===== src/scmux_pkg.sv =====
/*
  Package for the serial clock mux and frame-align logic.
  Assumes an APB slave at 10 MHz with a 32-bit data bus.
*/
// Overview of operation
// - Oscillator bit clear disables oscillator; clock and align pins act normally.
// - Oscillator bit set routes the recv/xmit clock-pin selection to oscillator output.
// - Oscillator on in sync modes: no sync pulse, no external sync mode.
// - Oscillator on in async mode forces sync/hunt status to zero.
// - Receive clock chosen from four sources by bits 6 and 5.
// - Transmit clock chosen from four sources by bits 4 and 3.
// - Xmit/recv pin drives only when not a clock source and bit 2 set.
// - Driven pin outputs one of four signals chosen by bits 1 and 0.
// - Oscillator selected on pin while oscillator is off drives pin high.
// - Receiver samples on rising edge of the selected receive clock.
// - External sync mode: sync/hunt status mirrors align pin; software sets hunt.
// - Align pin low two clocks after sync; assembly starts next rising clock.
// - Both align pin transitions raise a status event when enable set.
// - Align falling edge ends hunt; receive continues until enter-hunt command.
// - SDLC external sync: align pin acts like a received flag.
// - Sync external sync: transmitter monosync, align pin starts reception.
package scmux_pkg;

  localparam logic [11:0] SCMUX_ADDR_CMC    = 12'h000;
  localparam logic [11:0] SCMUX_ADDR_MODE   = 12'h004;
  localparam logic [11:0] SCMUX_ADDR_CMD    = 12'h008;
  localparam logic [11:0] SCMUX_ADDR_STATUS = 12'h00C;

  localparam int SCMUX_OSC_BIT     = 7;
  localparam int SCMUX_RXSRC_LSB   = 5;
  localparam int SCMUX_TXSRC_LSB   = 3;
  localparam int SCMUX_PINOUT_BIT  = 2;
  localparam int SCMUX_PINSEL_LSB  = 0;
  localparam int SCMUX_MODE_LSB    = 0;
  localparam int SCMUX_IE_BIT      = 2;
  localparam int SCMUX_CMD_HUNT    = 0;
  localparam int SCMUX_CMD_EVCLR   = 1;

  localparam logic [7:0] SCMUX_CMC_RST  = 8'h00;
  localparam logic [2:0] SCMUX_MODE_RST = 3'h0;
  localparam logic [6:0] SCMUX_PIN_RST  = 7'h10;

  localparam int SCMUX_OSC_SETTLE_MS = 20;
  localparam int SCMUX_CLK_HZ        = 10_000_000;
  localparam int SCMUX_OSC_SETTLE_CYC = SCMUX_OSC_SETTLE_MS * (SCMUX_CLK_HZ / 1000);

  typedef enum logic [1:0] {
    SCMUX_SRC_RECV_XMIT_CLOCK_PIN = 2'b00,
    SCMUX_SRC_XMIT_RECV_CLOCK_PIN = 2'b01,
    SCMUX_SRC_BAUD = 2'b10,
    SCMUX_SRC_LOOP = 2'b11
  } scmux_src_t;

  typedef enum logic [1:0] {
    SCMUX_PIN_OSC  = 2'b00,
    SCMUX_PIN_TXC  = 2'b01,
    SCMUX_PIN_BAUD = 2'b10,
    SCMUX_PIN_LOOP = 2'b11
  } scmux_pinsel_t;

  typedef enum logic [1:0] {
    SCMUX_MODE_ASYNC = 2'b00,
    SCMUX_MODE_SYNC  = 2'b01,
    SCMUX_MODE_SDLC  = 2'b10,
    SCMUX_MODE_EXT   = 2'b11
  } scmux_mode_t;

  typedef struct packed {
    logic        osc_en;
    scmux_src_t  rx_src;
    scmux_src_t  tx_src;
    logic        pin_out;
    scmux_pinsel_t pin_sel;
  } scmux_cmc_t;

  typedef struct packed {
    logic [11:0] paddr;
    logic        psel;
    logic        penable;
    logic        pwrite;
    logic [31:0] pwdata;
  } scmux_apb_req_t;

  typedef struct packed {
    logic [31:0] prdata;
    logic        pready;
    logic        pslverr;
  } scmux_apb_rsp_t;

  typedef struct packed {
    logic recv_xmit_clock_pin;
    logic xmit_recv_clock_pin;
    logic align_b;
    logic baud;
    logic loop_rx;
    logic loop_tx;
    logic osc;
  } scmux_clkin_t;

endpackage


===== src/scmux_sync3.sv =====
/*
  Three-flop input synchroniser with agreement of stages two and three.
  Assumes an asynchronous input and active-low asynchronous reset.
*/
`timescale 1ns/1ps
module scmux_sync3 #(
  parameter int          W   = 1,
  parameter logic [W-1:0] RST = '0
) (
  // Clock and reset
  input  wire logic         clk,
  input  wire logic         rst_b,
  // Data
  input  wire logic [W-1:0] d,
  output logic      [W-1:0] q
);
  typedef struct packed {
    logic [W-1:0] s1;
    logic [W-1:0] s2;
    logic [W-1:0] s3;
    logic [W-1:0] o;
  } scmux_sy_t;

  scmux_sy_t st_q;
  scmux_sy_t st_d;

  always_comb begin
    st_d    = st_q;
    st_d.s1 = d;
    st_d.s2 = st_q.s1;
    st_d.s3 = st_q.s2;
    for (int i = 0; i < W; i++) begin
      if (st_q.s2[i] == st_q.s3[i]) begin
        st_d.o[i] = st_q.s3[i];
      end
    end
  end

  always_ff @(posedge clk or negedge rst_b) begin
    if (!rst_b) begin
      st_q <= '{s1: RST, s2: RST, s3: RST, o: RST};
    end else begin
      st_q <= st_d;
    end
  end

  assign q = st_q.o;
endmodule


===== src/scmux_top.sv =====
/*
  Clock mux and frame-align pin logic for one serial channel, APB slave.
  Assumes clock sources arrive as asynchronous levels sampled by clk.
*/
// The APB register port and the placing of the registers are this design's own decisions.
`timescale 1ns/1ps
module scmux_top
  import scmux_pkg::*;
(
  // Clock and reset
  input  wire logic                       clk,
  input  wire logic                       rst_b,
  // APB
  input  wire scmux_pkg::scmux_apb_req_t  apb_req,
  output logic                            apb_prdata_valid,
  output scmux_pkg::scmux_apb_rsp_t       apb_rsp,
  // Clock sources and pins
  input  wire scmux_pkg::scmux_clkin_t    clk_in,
  // Xmit/recv clock pin drive
  output logic                            xmit_recv_clock_pin_o,
  output logic                            xmit_recv_clock_pin_oe,
  // Align pin drive and oscillator
  output logic                            align_oe,
  output logic                            osc_amp_en,
  // Selected clocks
  output logic                            rx_clk,
  output logic                            tx_clk,
  output logic                            rx_sample,
  // Receiver control
  output logic                            hunt,
  output logic                            rx_accept,
  output logic                            flag_force,
  output logic                            tx_monosync,
  output logic                            status_event,
  output logic                            sync_hunt_stat
);
  import scmux_pkg::*;

  typedef struct packed {
    scmux_cmc_t     cmc;
    logic [2:0]     mode;
    scmux_apb_rsp_t rsp;
    logic           rvalid;
    logic           xmit_recv_clock_pin_o;
    logic           xmit_recv_clock_pin_oe;
    logic           align_oe;
    logic           osc_amp;
    logic           rx_clk;
    logic           tx_clk;
    logic           rx_prev;
    logic           rx_sample;
    logic           align_prev;
    logic           hunt;
    logic           accept;
    logic           flag;
    logic           mono;
    logic           ev;
    logic           stat;
  } scmux_st_t;

  scmux_st_t    st_q;
  scmux_st_t    st_d;
  scmux_clkin_t cs;

  scmux_sync3 #(
    .W   (7),
    .RST (SCMUX_PIN_RST)
  ) u_sync (
    .clk   (clk),
    .rst_b (rst_b),
    .d     (clk_in),
    .q     (cs)
  );

  function automatic logic pick_src(input scmux_src_t s, input logic rt,
                                    input logic tr, input logic bd, input logic lp);
    logic r;
    r = rt;
    unique case (s)
      SCMUX_SRC_RECV_XMIT_CLOCK_PIN: r = rt;
      SCMUX_SRC_XMIT_RECV_CLOCK_PIN: r = tr;
      SCMUX_SRC_BAUD: r = bd;
      SCMUX_SRC_LOOP: r = lp;
    endcase
    return r;
  endfunction

  function automatic logic ext_sync_in(input logic [2:0] md, input scmux_mode_t want,
                                       input logic osc_on);
    return (md[1:0] == want) && md[2] && !osc_on;
  endfunction

  function automatic logic pin_drive(input scmux_pinsel_t sel, input logic osc_on,
                                     input logic osc, input logic txc, input logic bd,
                                     input logic lp);
    logic r;
    r = 1'b1;
    unique case (sel)
      SCMUX_PIN_OSC:  r = osc_on ? osc : 1'b1;
      SCMUX_PIN_TXC:  r = txc;
      SCMUX_PIN_BAUD: r = bd;
      SCMUX_PIN_LOOP: r = lp;
    endcase
    return r;
  endfunction

  function automatic logic [31:0] status_word(input logic mono, input logic flag,
                                              input logic acc, input logic hnt,
                                              input logic stat);
    logic [31:0] w;
    w    = 32'h0000_0000;
    w[0] = stat;
    w[1] = hnt;
    w[2] = acc;
    w[3] = flag;
    w[4] = mono;
    return w;
  endfunction

  function automatic logic reg_mapped(input logic [11:0] a);
    logic r;
    r = 1'b0;
    unique case (a)
      SCMUX_ADDR_CMC, SCMUX_ADDR_MODE, SCMUX_ADDR_CMD, SCMUX_ADDR_STATUS: r = 1'b1;
      default: r = 1'b0;
    endcase
    return r;
  endfunction

  logic       wr_acc;
  logic       rd_acc;
  logic       recv_xmit_clock_pin_eff;
  logic       ext_ok;
  logic       pin_is_src;
  logic       align_lvl;
  logic [1:0] mode_f;

  always_comb begin
    st_d   = st_q;
    wr_acc = apb_req.psel && apb_req.penable && apb_req.pwrite;
    rd_acc = apb_req.psel && apb_req.penable && !apb_req.pwrite;
    mode_f = st_q.mode[1:0];

    // APB slave, zero wait states
    st_d.rsp.pready  = apb_req.psel && !apb_req.penable;
    st_d.rsp.pslverr = 1'b0;
    st_d.rsp.prdata  = 32'h0000_0000;
    st_d.rvalid      = 1'b0;
    st_d.ev          = 1'b0;
    if (apb_req.psel && !apb_req.penable) begin
      st_d.rsp.pslverr = !reg_mapped(apb_req.paddr);
      unique case (apb_req.paddr)
        SCMUX_ADDR_CMC, SCMUX_ADDR_CMD: ;
        SCMUX_ADDR_MODE: st_d.rsp.prdata = {29'h0, st_q.mode};
        SCMUX_ADDR_STATUS: begin
          st_d.rsp.prdata = status_word(st_q.mono, st_q.flag, st_q.accept,
                                        st_q.hunt, st_q.stat);
          st_d.rvalid     = !apb_req.pwrite;
        end
        default: ;
      endcase
    end
    if (wr_acc && st_q.rsp.pready && reg_mapped(apb_req.paddr)) begin
      unique case (apb_req.paddr)
        SCMUX_ADDR_CMC:  st_d.cmc  = scmux_cmc_t'(apb_req.pwdata[7:0]);
        SCMUX_ADDR_MODE: st_d.mode = apb_req.pwdata[2:0];
        SCMUX_ADDR_CMD: begin
          if (apb_req.pwdata[SCMUX_CMD_HUNT]) begin
            st_d.hunt   = 1'b1;
            st_d.accept = 1'b0;
          end
        end
        default: ;
      endcase
    end
    if (rd_acc) begin
      st_d.rsp.pready = 1'b0;
    end

    // Oscillator and pin roles
    st_d.osc_amp  = st_q.cmc.osc_en;
    st_d.align_oe = 1'b0;
    recv_xmit_clock_pin_eff      = st_q.cmc.osc_en ? cs.osc : cs.recv_xmit_clock_pin;
    ext_ok        = (mode_f == SCMUX_MODE_EXT) && !st_q.cmc.osc_en;

    // Clock selection
    st_d.rx_clk = pick_src(st_q.cmc.rx_src, recv_xmit_clock_pin_eff, cs.xmit_recv_clock_pin, cs.baud, cs.loop_tx);
    st_d.tx_clk = pick_src(st_q.cmc.tx_src, recv_xmit_clock_pin_eff, cs.xmit_recv_clock_pin, cs.baud, cs.loop_tx);

    // Receiver samples on the rising receive clock edge
    st_d.rx_prev   = st_d.rx_clk;
    st_d.rx_sample = st_d.rx_clk && !st_q.rx_prev;

    // Xmit/recv pin direction and content
    pin_is_src   = (st_q.cmc.rx_src == SCMUX_SRC_XMIT_RECV_CLOCK_PIN) || (st_q.cmc.tx_src == SCMUX_SRC_XMIT_RECV_CLOCK_PIN);
    st_d.xmit_recv_clock_pin_oe = st_q.cmc.pin_out && !pin_is_src;
    st_d.xmit_recv_clock_pin_o  = pin_drive(st_q.cmc.pin_sel, st_q.cmc.osc_en, cs.osc, st_d.tx_clk,
                             cs.baud, cs.loop_rx);

    // Sync/hunt status
    align_lvl = st_q.cmc.osc_en ? 1'b1 : cs.align_b;
    if (st_q.cmc.osc_en) begin
      st_d.stat = 1'b0;
    end else if (ext_ok) begin
      st_d.stat = cs.align_b;
    end else begin
      st_d.stat = st_q.hunt;
    end

    // Align pin edges
    st_d.align_prev = align_lvl;
    st_d.flag       = 1'b0;
    st_d.mono       = ext_sync_in(st_q.mode, SCMUX_MODE_SYNC, st_q.cmc.osc_en);
    if (align_lvl != st_q.align_prev && st_q.mode[SCMUX_IE_BIT]
        && !st_q.cmc.osc_en) begin
      st_d.ev = 1'b1;
    end
    if (!align_lvl && st_q.align_prev && st_q.hunt && st_q.rx_sample) begin
      // Falling edge leaves hunt at the next rising receive edge
      if (ext_ok || st_d.mono) begin
        st_d.hunt   = 1'b0;
        st_d.accept = 1'b1;
      end
    end else if (!align_lvl && st_q.hunt && st_q.rx_sample && (ext_ok || st_d.mono)) begin
      st_d.hunt   = 1'b0;
      st_d.accept = 1'b1;
    end
    if (ext_sync_in(st_q.mode, SCMUX_MODE_SDLC, st_q.cmc.osc_en)
        && align_lvl != st_q.align_prev) begin
      st_d.flag = 1'b1;
    end
  end

  always_ff @(posedge clk or negedge rst_b) begin
    if (!rst_b) begin
      st_q            <= '0;
      st_q.cmc        <= scmux_cmc_t'(SCMUX_CMC_RST);
      st_q.mode       <= SCMUX_MODE_RST;
      st_q.hunt       <= 1'b1;
      st_q.align_prev <= 1'b1;
      st_q.xmit_recv_clock_pin_o     <= 1'b1;
    end else begin
      st_q <= st_d;
    end
  end

  assign apb_rsp          = st_q.rsp;
  assign apb_prdata_valid = st_q.rvalid;
  assign xmit_recv_clock_pin_o           = st_q.xmit_recv_clock_pin_o;
  assign xmit_recv_clock_pin_oe          = st_q.xmit_recv_clock_pin_oe;
  assign align_oe         = st_q.align_oe;
  assign osc_amp_en       = st_q.osc_amp;
  assign rx_clk           = st_q.rx_clk;
  assign tx_clk           = st_q.tx_clk;
  assign rx_sample        = st_q.rx_sample;
  assign hunt             = st_q.hunt;
  assign rx_accept        = st_q.accept;
  assign flag_force       = st_q.flag;
  assign tx_monosync      = st_q.mono;
  assign status_event     = st_q.ev;
  assign sync_hunt_stat   = st_q.stat;
endmodule


===== config.mk =====
export PLATFORM = sky130hd
export DESIGN_NAME = scmux_top
export DESIGN_NICKNAME = d
export VERILOG_FILES = /design/src/scmux_pkg.sv /design/src/scmux_sync3.sv /design/src/scmux_top.sv
export SDC_FILE = /design/constraint.sdc
export NUM_CORES = 1
export LEC_CHECK = 0
export BUFFER_PORTS_ARGS = -buffer_cell sky130_fd_sc_hd__buf_2
export CAP_MARGIN = 20
export CORE_MARGIN = 4
export CORE_UTILIZATION = 47
export DETAILED_ROUTE_END_ITERATION = 6
export PLACE_DENSITY = 0.88
export SLEW_MARGIN = 5
export SYNTH_ARGS = -nofsm -noshare
export SYNTH_HDL_FRONTEND = slang
export SYNTH_SLANG_ARGS = --single-unit

===== constraint.sdc =====
create_clock -name clk -period 2.55 [get_ports clk]
set_input_delay 0.3825 -clock clk [delete_from_list [all_inputs] [get_ports clk]]
set_output_delay 0.3825 -clock clk [all_outputs]
set_load 0.005 [all_outputs]

Word level (Yosys, flattened, before mapping):

Cells that the tools add are included.

* add/subtract/negate cells: 0
* $mul: 0
* divide/modulo/power cells: 0
* $lt $le $gt $ge: 0
* equality and inequality tests: 23
* shift operators: 0
* multiplexer cells: 23
* bitwise logic cells: 0
* reduce and logical (&&, ||, !) cells: 38

Operators by type and width (number)
* 12-bit by 4-bit == test with 1-bit output (second input constant): 2
* 1-bit logical AND: 22
* 2-bit == test (second input constant): 8
* 2-bit two-way mux: 7
* 12-bit by 3-bit == test with 1-bit output (second input constant): 1
* 12-bit zero test: 1
* 1-bit case mux with 4 select lines: 3
* 1-bit two-way mux: 11
* 5-bit case mux with 2 select lines: 1
* 2-bit by 1-bit == test with 1-bit output (second input constant): 4
* 1-bit == test: 7
* 1-bit zero test: 7
* 2-bit zero test: 3
* 5-bit two-way mux: 1
* 2-bit AND reduction: 2
* 4-bit OR reduction: 1
* 1-bit logical OR: 2
* 1-bit inequality test: 1

* register bits after elaboration: 87
* latch bits: 0
* bits in writable memories: 0
* bits in read-only memories: 0
* output and inout port bits: 48
* memories kept: 0

Longest topological paths before layout:

Gate-level depths: netlist of run 1.

* depth in word-level cells: 7
* gate-level depth with buffers: 5

Hierarchy:

A second synthesis of run 1 with hierarchy kept.

* cell total of the unflattened synthesis: 179
* area total of the unflattened synthesis: 2474.9 µm²

Modules (own cells, without submodules)
* scmux_top: times used 1, cells each 137, area an instance 1637.8 µm², sequential area each 804.5 µm²
* scmux_sync3: times used 1, cells each 42, area an instance 837.1 µm², sequential area each 705.7 µm²

Worst setup path after synthesis of run 1:

No wires, ideal clock.

* path kind: input to register
* from: in apb_req[44] in the netlist's numbering
* to: reg st_q (netlist bit st_d[11])
* setup time: 125 ps
* arrival time: 1885 ps
* data required time: 2425 ps
* setup slack: 541 ps
* stages: 4
* cells stage by stage: or4_1 > buf_2 > nor4_4 > mux2_2

* longest elaborated chain between the ends: 5

RTL lines
* from (decl): line scmux_top.sv:14 `input wire scmux_pkg::scmux_apb_req_t apb_req,`
* 12-bit by 4-bit == test with 1-bit output, or another cell as far along: line scmux_top.sv:123 `unique case (a)`
* 4-bit OR reduction: line scmux_top.sv:123
* 1-bit two-way mux: line scmux_top.sv:123
* 1-bit logical AND: line scmux_top.sv:163 `if (wr_acc && st_q.rsp.pready && reg_mapped(apb_req.paddr)) begin`
* 2-bit AND reduction (no source line) *
* to (signal assigned): line scmux_top.sv:243 `st_q <= st_d;`
* to (decl): line scmux_top.sv:61 `scmux_st_t st_q;`

Every way passes the cells marked *; elsewhere a longest branch is shown, timed or not.
A chain may end at the register's enable or synchronous reset.

==> metrics.md, run 1 <==
| Metric | Value |
|---|---|
| Run status | complete, no violations |
| Die area | 6325 um^2 |
| CP Capture Type | flip-flop |
| Final ANT Viol Nets | 0 |
| Total congestion overflow | 0 |
| MaxCap Viol Count | 0 |
| Clock Skew | approximately 0.0080 ns |
| Met3 usage | 7.449% |
| 1st-pass router iterations | 4 |
| CTS Sinks | 60 |
| CP endpoint | apb_rsp[5] |
| Worst rel slew slack | 52.56% |
| CP required | 2.78 ns |
| TritonCTS buffer count | 9 |
| Worst skew pair latency | 0.33 ns |
| WP data arrival | 2.04 ns |
| Leakage power | between 1 and 1.5 nW |
| Clk Tree Root Cell | clkbuf_8 |
| Synth-to-Final Area Change | 16.60% |
| H-tree Lvls | 3 |
| Dominant synthesized flop cell | dfrtp_1 |
| Fraction of layout cells with a size suffix above 1 | 41.74% |
| GP Congestion | 0.7436 |
| Ys async rst share | between 90% and 100% |
| Die H | ~80 um |
| Setup CP Type | input port to flip-flop |
| Cell Rows | 25 |
| Post-CTS Setup Inserts | 0 |
| Clock transition at path regs | ~0.07 ns |
| Post-CTS sizing | 0 |
| Cell count of the worst reg-to-reg path | 3 |
| Filler cells | 423 |
| Vias in the first global route | 1326 |
| Fin. max-slew vios | 0 |
| Vias | between 1000 and 1500 |
| Sequential element share of the synthesized area | 62.80% |
| Register Area | 1510 um^2 |
| Final setup viols | 0 |
| Crit-path cells | buf_2 -> or4_1 -> or4_1 -> nor3_1 |
| N_diodes | 0 |
| Core area | between 4000 and 5000 um^2 |
| Yosys top cell by area | dfrtp_1 |
| Post-synth cell types | 37 |
| EDFF count, synth | 0 |
| Fin. Hold Viols | 0 |
| Main area contributors after synthesis | dfrtp_1, buf_4, dfstp_2, mux2_2, maj3_1 |
| Worst Setup SP | apb_req[44] |
| Worst R2R End | xmit_recv_clock_pin_o |
| CP peak stage delay | between 0.6 and 0.7 ns |
| I/O pins | 104 |
| Share of the synthesized area in the top cell type | 55.15% |
| Initial antenna violation count | 0 |
| Core Util, Final | between 50 and 60% |
| Synth Warn # | 0 |
| Yosys reg bits | 60 |
| Area of the multi-input gates | 689.4 um^2 |
| Die W | 79.53 um |
| Startpoint Class | input port |
| Power density cells | 719.5 nW/um^2 |
| Reg2reg start | st_d[11] |
| Drt wl/cell | 13.31 um |
| Final #Nets | roughly 280 |
| Worst slew pin tran | 0.7117 ns |
| Global-route wire length before repair | 6237 um |
| Setup_tns | 0 ns |
| Gr usage total | 13.50% |
| Synth Cell Area | between 2000 and 2500 um^2 |
| HP Class | input port to flip-flop |
| Syn Inst Count | 172 |
| # DRC | 0 |
| Vias per inst | 4.492 |
| Post-DP HPWL | 2939 um |
| R2r setup slk | ~0.80 ns |
| CTS hold repair buffers | 0 |
| Cell repeated most along the worst path | or4_1 |
| DR iter-0 viols | 12 |
| GR Layer Usage met2 | 22.70% |
| CP Max Fanout | 6 |
| Syn avg cell area | 13.98 um^2 |
| Fmax | 552.9 MHz |
| RSZ-0062 raised after global routing | false |
| Slowest CP cell | or4_1 |
| WL final | 3953 um |
| Final worst-path cycle share | roughly 70% |
| GR peak layer | met2 |
| Tmin final | 1.809 ns |
| Port bufs | between 50 and 60 |
| Maximum VDD drop | 0.5497 mV |
| Clk buf depth | 2 |
| Met1 Use GR | 14.23% |
| Initial core utilization | 49.60% |
| Pin count of the biggest net entering global routing | ~60 |
| TritonCTS clock tree | done |
-- cells in the final DEF (no fill, tap or decap), types with 2 or more instances in the layout --
cell type	instances
dfrtp_1	53
buf_2	51
conb_1	28
mux2_2	12
clkbuf_8	9
inv_1	7
maj3_1	7
dfstp_2	7
nor2_1	4
or4_1	4
nand2_1	4
mux4_2	3
nor3_1	3
mux2i_1	3
buf_4	3
nand2b_1	2
nor2b_1	2
a21oi_1	2
bufinv_16	2
clkinvlp_4	2
-- logic make-up (layout without fill, tap and decap cells) --
family | count (synthesis) | in the layout | synth area share (%)
AOI/OAI and AO/OA | 7 | 7 | 2.133
other | 1 | 28 | 0.1559
adders and majority gates | 8 | 8 | 3.434
and+or+nand+nor | 32 | 32 | 9.053
buffers and inverters | 46 | 77 | 12.75
muxes | 18 | 18 | 9.677
DFF | 60 | 60 | 62.80
-- critical path, delay by kind of cell --
family	cells	cell delay, ns
buf+inv	1	0.09
simple gates	3	1.56
-- metal layers --
metal,up-vias,routed length [um]
met5,-,0
met4,0,46
met3,6,340
met2,48,2111
met1,650,1454
li1,630,-
-- flip-flops by register name (all words and copies together), names as in the netlist, 2 cells and up --
register,flops
mode_f,2
apb_rsp,7
u_sync.q,7
u_sync.st_q,7
st_q,10
u_sync.st_d,14
-- worst min path at each step --
stage | start | endpoint | slack [ns] | cells past startpoint
after floorplan | rst_b | apb_prdata_valid | 0.09 | 0
after global placement | u_sync.st_d[15] | u_sync.st_d[8] | 0.33 | 0
after detailed placement | u_sync.st_d[17] | u_sync.st_d[10] | 0.34 | 0
after CTS | clk_in[4] | u_sync.st_d[18] | 0.12 | 1
after global routing | clk_in[4] | u_sync.st_d[18] | 0.12 | 1
final | clk_in[4] | u_sync.st_d[18] | 0.14 | 1
-- report_power, final --
group / switching, W / leakage, nW / internal [W] / total, W
Sequential: 0.0000187 / 0.746 / 0.000993 / 0.00101
Clock: 0.000356 / 0.102 / 0.000549 / 0.000906
Combinational: 0.0000563 / 0.548 / 0.0000440 / 0.000100
Total: 0.000431 / 1.40 / 0.00159 / 0.00202
-- Yosys cell counts (2+ instances only) --
| cell | count |
|---|---|
| dfstp_2 | 7 |
| buf_2 | 2 |
| mux2_2 | 12 |
| nor3_1 | 3 |
| or4_1 | 4 |
| buf_4 | 35 |
| clkbuf_1 | 2 |
| nor2b_1 | 2 |
| dfrtp_1 | 53 |
| inv_1 | 7 |
| mux2i_1 | 3 |
| nor2_1 | 4 |
| nand2_1 | 4 |
| a21oi_1 | 2 |
| nand2b_1 | 2 |
| maj3_1 | 7 |
| mux4_2 | 3 |
-- final cells by class --
cell class / instances / area share [%]
inverter: 7 / 0.9371
timing repair buffer: 54 / 9.906
clock buffer: 10 / 4.552
tap: 67 / 2.990
clock inverter: 6 / 3.168
multi-input combinational: 93 / 24.59
sequential: 60 / 53.86
-- stage by stage --
| stage | cell area, um^2 | power [W] | hold slack, ns | cells | worst slack [ns] |
|---|---|---|---|---|---|
| after detailed placement | 2587 | 0.001131 | 0.3364 | 281 | 0.3964 |
| after global routing | 2804 | 0.002104 | 0.1172 | 297 | 0.6883 |
| after floorplan | 2506 | 0.001100 | 0.08691 | 199 | 0.5406 |
| after CTS | 2804 | 0.002047 | 0.1179 | 297 | 0.7373 |
| final | 2804 | 0.002017 | 0.1389 | 297 | 0.7413 |
| after global placement | 2587 | 0.001124 | 0.3331 | 281 | 0.4052 |
Note: power is estimated with default switching activity, not from simulation.
==> inputs of run 2 (changes only) <==
Clock period 2.55 ns to 1.85 ns, I/O delays scaled along.
==> metrics.md, run 2 (same netlist as run 1, synthesis figures left out) <==
| Metric | Value |
|---|---|
| Run status | complete, no violations |
| Core area | 4848 um^2 (unchanged) |
| Slowest CP cell | mux4_2 |
| Setup_tns | 0 ns (unchanged) |
| Power density cells | 914.8 nW/um^2 (+27%) |
| Clock transition at path regs | 0.06 ns (about the same) |
| Crit-path cells | mux2_2 -> mux4_2 -> mux4_2 |
| Total congestion overflow | 0 (unchanged) |
| CP peak stage delay | 0.49 ns (-0.18 ns) |
| Maximum VDD drop | 0.7069 mV (+29%) |
| Post-DP HPWL | 3008 um (+2.4%) |
| DP Worst Slack | -0.1305 ns (-0.5269 ns) |
| TritonCTS buffer count | 9 (unchanged) |
| HP Class | input port to flip-flop |
| H-tree Lvls | 3 (unchanged) |
| End point of the worst hold path | u_sync.st_d[18] |
| Startpoint Class | flip-flop |
| Crit-path leading delay family | multiplexers |
| Cells after DPL | 287 (+2.1%) |
| CP required | 2.09 ns (-0.69 ns) |
| Port bufs | 51 (unchanged) |
| Commonest non-fill, non-tap cell in the layout | dfrtp_1 |
| Most frequent cells in the layout | dfrtp_1, buf_2, conb_1 |
| Cell count of the worst reg-to-reg path | 3 (unchanged) |
| Synth-to-Final Area Change | 17.85% |
| RSZ-0062 raised after global routing | false |
| Cell repeated most along the worst path | mux4_2 |
| Worst R2R End | xmit_recv_clock_pin_o |
| Overall Power | 0.002593 W (+29%) |
| Die H | 79.53 um (unchanged) |
| Core Util, Final | 58.45% (+0.62 points) |
| Largest register FFs | 14 (unchanged) |
| CP Capture Type | flip-flop |
| Drt wl/cell | 12.83 um (-3.6%) |
| Hold Path Origin | clk_in[4] |
| Fraction of layout cells with a size suffix above 1 | 43.88% (+2.1 points) |
| Fmax | around 560 MHz |
| R2r setup slk | 0.08 ns (-0.72 ns) |
| DR iter-0 viols | 18 (+6) |
| Leakage power | 1.426 nW (+2.1%) |
| MaxCap Viol Count | 0 (unchanged) |
| Vias | 1352 (+1.3%) |
| Reg2reg start | st_d[11] |
| Setup CP Type | flip-flop to flip-flop |
| Die W | 79.53 um (unchanged) |
| Final ANT Viol Nets | 0 (unchanged) |
| Initial core utilization | 49.60% (unchanged) |
| Clock Skew | 0.005579 ns (-0.002445 ns) |
| I/O pins | 104 (unchanged) |
| Final setup viols | 0 (unchanged) |
| Initial antenna violation count | 0 (unchanged) |
| Final #Nets | 289 (+2.5%) |
| Cell Rows | 25 (unchanged) |
| Pin count of the biggest net entering global routing | 33 (-46%) |
| CP Max Fanout | 2 (-4) |
| Final worst-path cycle share | 95.88% |
| Worst hold stages | 1 (unchanged) |
| N_diodes | 0 (unchanged) |
| Die area | 6325 um^2 (unchanged) |
| Global-route wire length before repair | 6341 um (+1.7%) |
| Fin. Hold Viols | 0 (unchanged) |
| GP Congestion | 0.7603 (+2.2%) |
| CTS Sinks | 60 (unchanged) |
| Clk Tree Root Cell | clkbuf_8 |
| WP data arrival | 2.02 ns (-0.02 ns) |
| Post-route insts no fill | 304 (+2.4%) |
| Fin worst setup slack | 0.07618 ns (-0.6652 ns) |
| Clk buf depth | 2 (unchanged) |
| 1st-pass router iterations | 4 (unchanged) |
| Gr usage total | 13.59% (+0.087 points) |
| # DRC | 0 (unchanged) |
| WL final | 3900 um (-1.3%) |
| Vias in the first global route | 1420 (+7.1%) |
| Crit path buf inv count | 0 (-1) |
| Tmin final | 1.774 ns |
| TritonCTS clock tree | done |
| Vias per inst | 4.447 (-0.98%) |
| Fin. max-slew vios | 0 (unchanged) |
| Worst skew pair latency | 0.33 ns (about the same) |
run 2: worst max path at each step:
| stage | from | to | slack (ns) | cells after the start |
|---|---|---|---|---|
| after detailed placement | apb_req[44] | apb_rsp[5] | -0.13 | 4 |
| after global routing | st_d[11] | xmit_recv_clock_pin_o | 0.05 | 3 |
| final | st_d[11] | xmit_recv_clock_pin_o | 0.08 | 3 |
| after CTS | st_d[11] | xmit_recv_clock_pin_o | 0.06 | 3 |
| after floorplan | apb_req[38] | st_d[11] | -0.01 | 4 |
| after global placement | apb_req[44] | apb_rsp[6] | -0.08 | 4 |
run 2: stage by stage:
| stage | hold WS (ns) | instance area (um^2) |
|---|---|---|
| after floorplan | -0.01809 | 2511 |
| after global placement | 0.3081 | 2636 |
| after detailed placement | 0.3101 | 2636 |
| after CTS | 0.02689 | 2834 |
| after global routing | 0.02076 | 2834 |
| final | 0.04572 | 2834 |
run 2: area by class of cell:
type                            count  area (um^2)
Tap cell                           67        83.83
Multi-Input combinational cell     93        693.2
Sequential cell                    60         1510
Fill cell                         418         2014
Clock buffer                       12        165.2
Clock inverter                      4        22.52
Timing Repair Buffer               61        332.8
Inverter                            7        26.28
run 2: report_power, final:
group,switching [W],internal [W],leakage (nW)
sequential,0.0000264,0.00137,0.746
clock,0.000463,0.000587,0.0982
combinational,0.0000791,0.0000680,0.582
run 2: layer usage:
layer,track usage [%],part of all wire (%)
met5,0,0
met4,6.186,1.3
met3,6.885,8.7
met2,21.95,52
met1,14.87,38
run 2: worst register-to-register path, cell delays in order (launching register included):
cell and delay [ns]:
dfrtp_1 0.37, mux2_2 0.36, mux4_2 0.49, mux4_2 0.47
run 2: what timing repair did:
| item | in CTS | in global routing |
|---|---|---|
| gates resized for setup | 0 | 0 |
| hold endpoints to repair | 53 | 0 |
| buffers inserted | 0 | 0 |
| setup endpoints to repair | 0 | 0 |
| hold buffers | 1 | 0 |
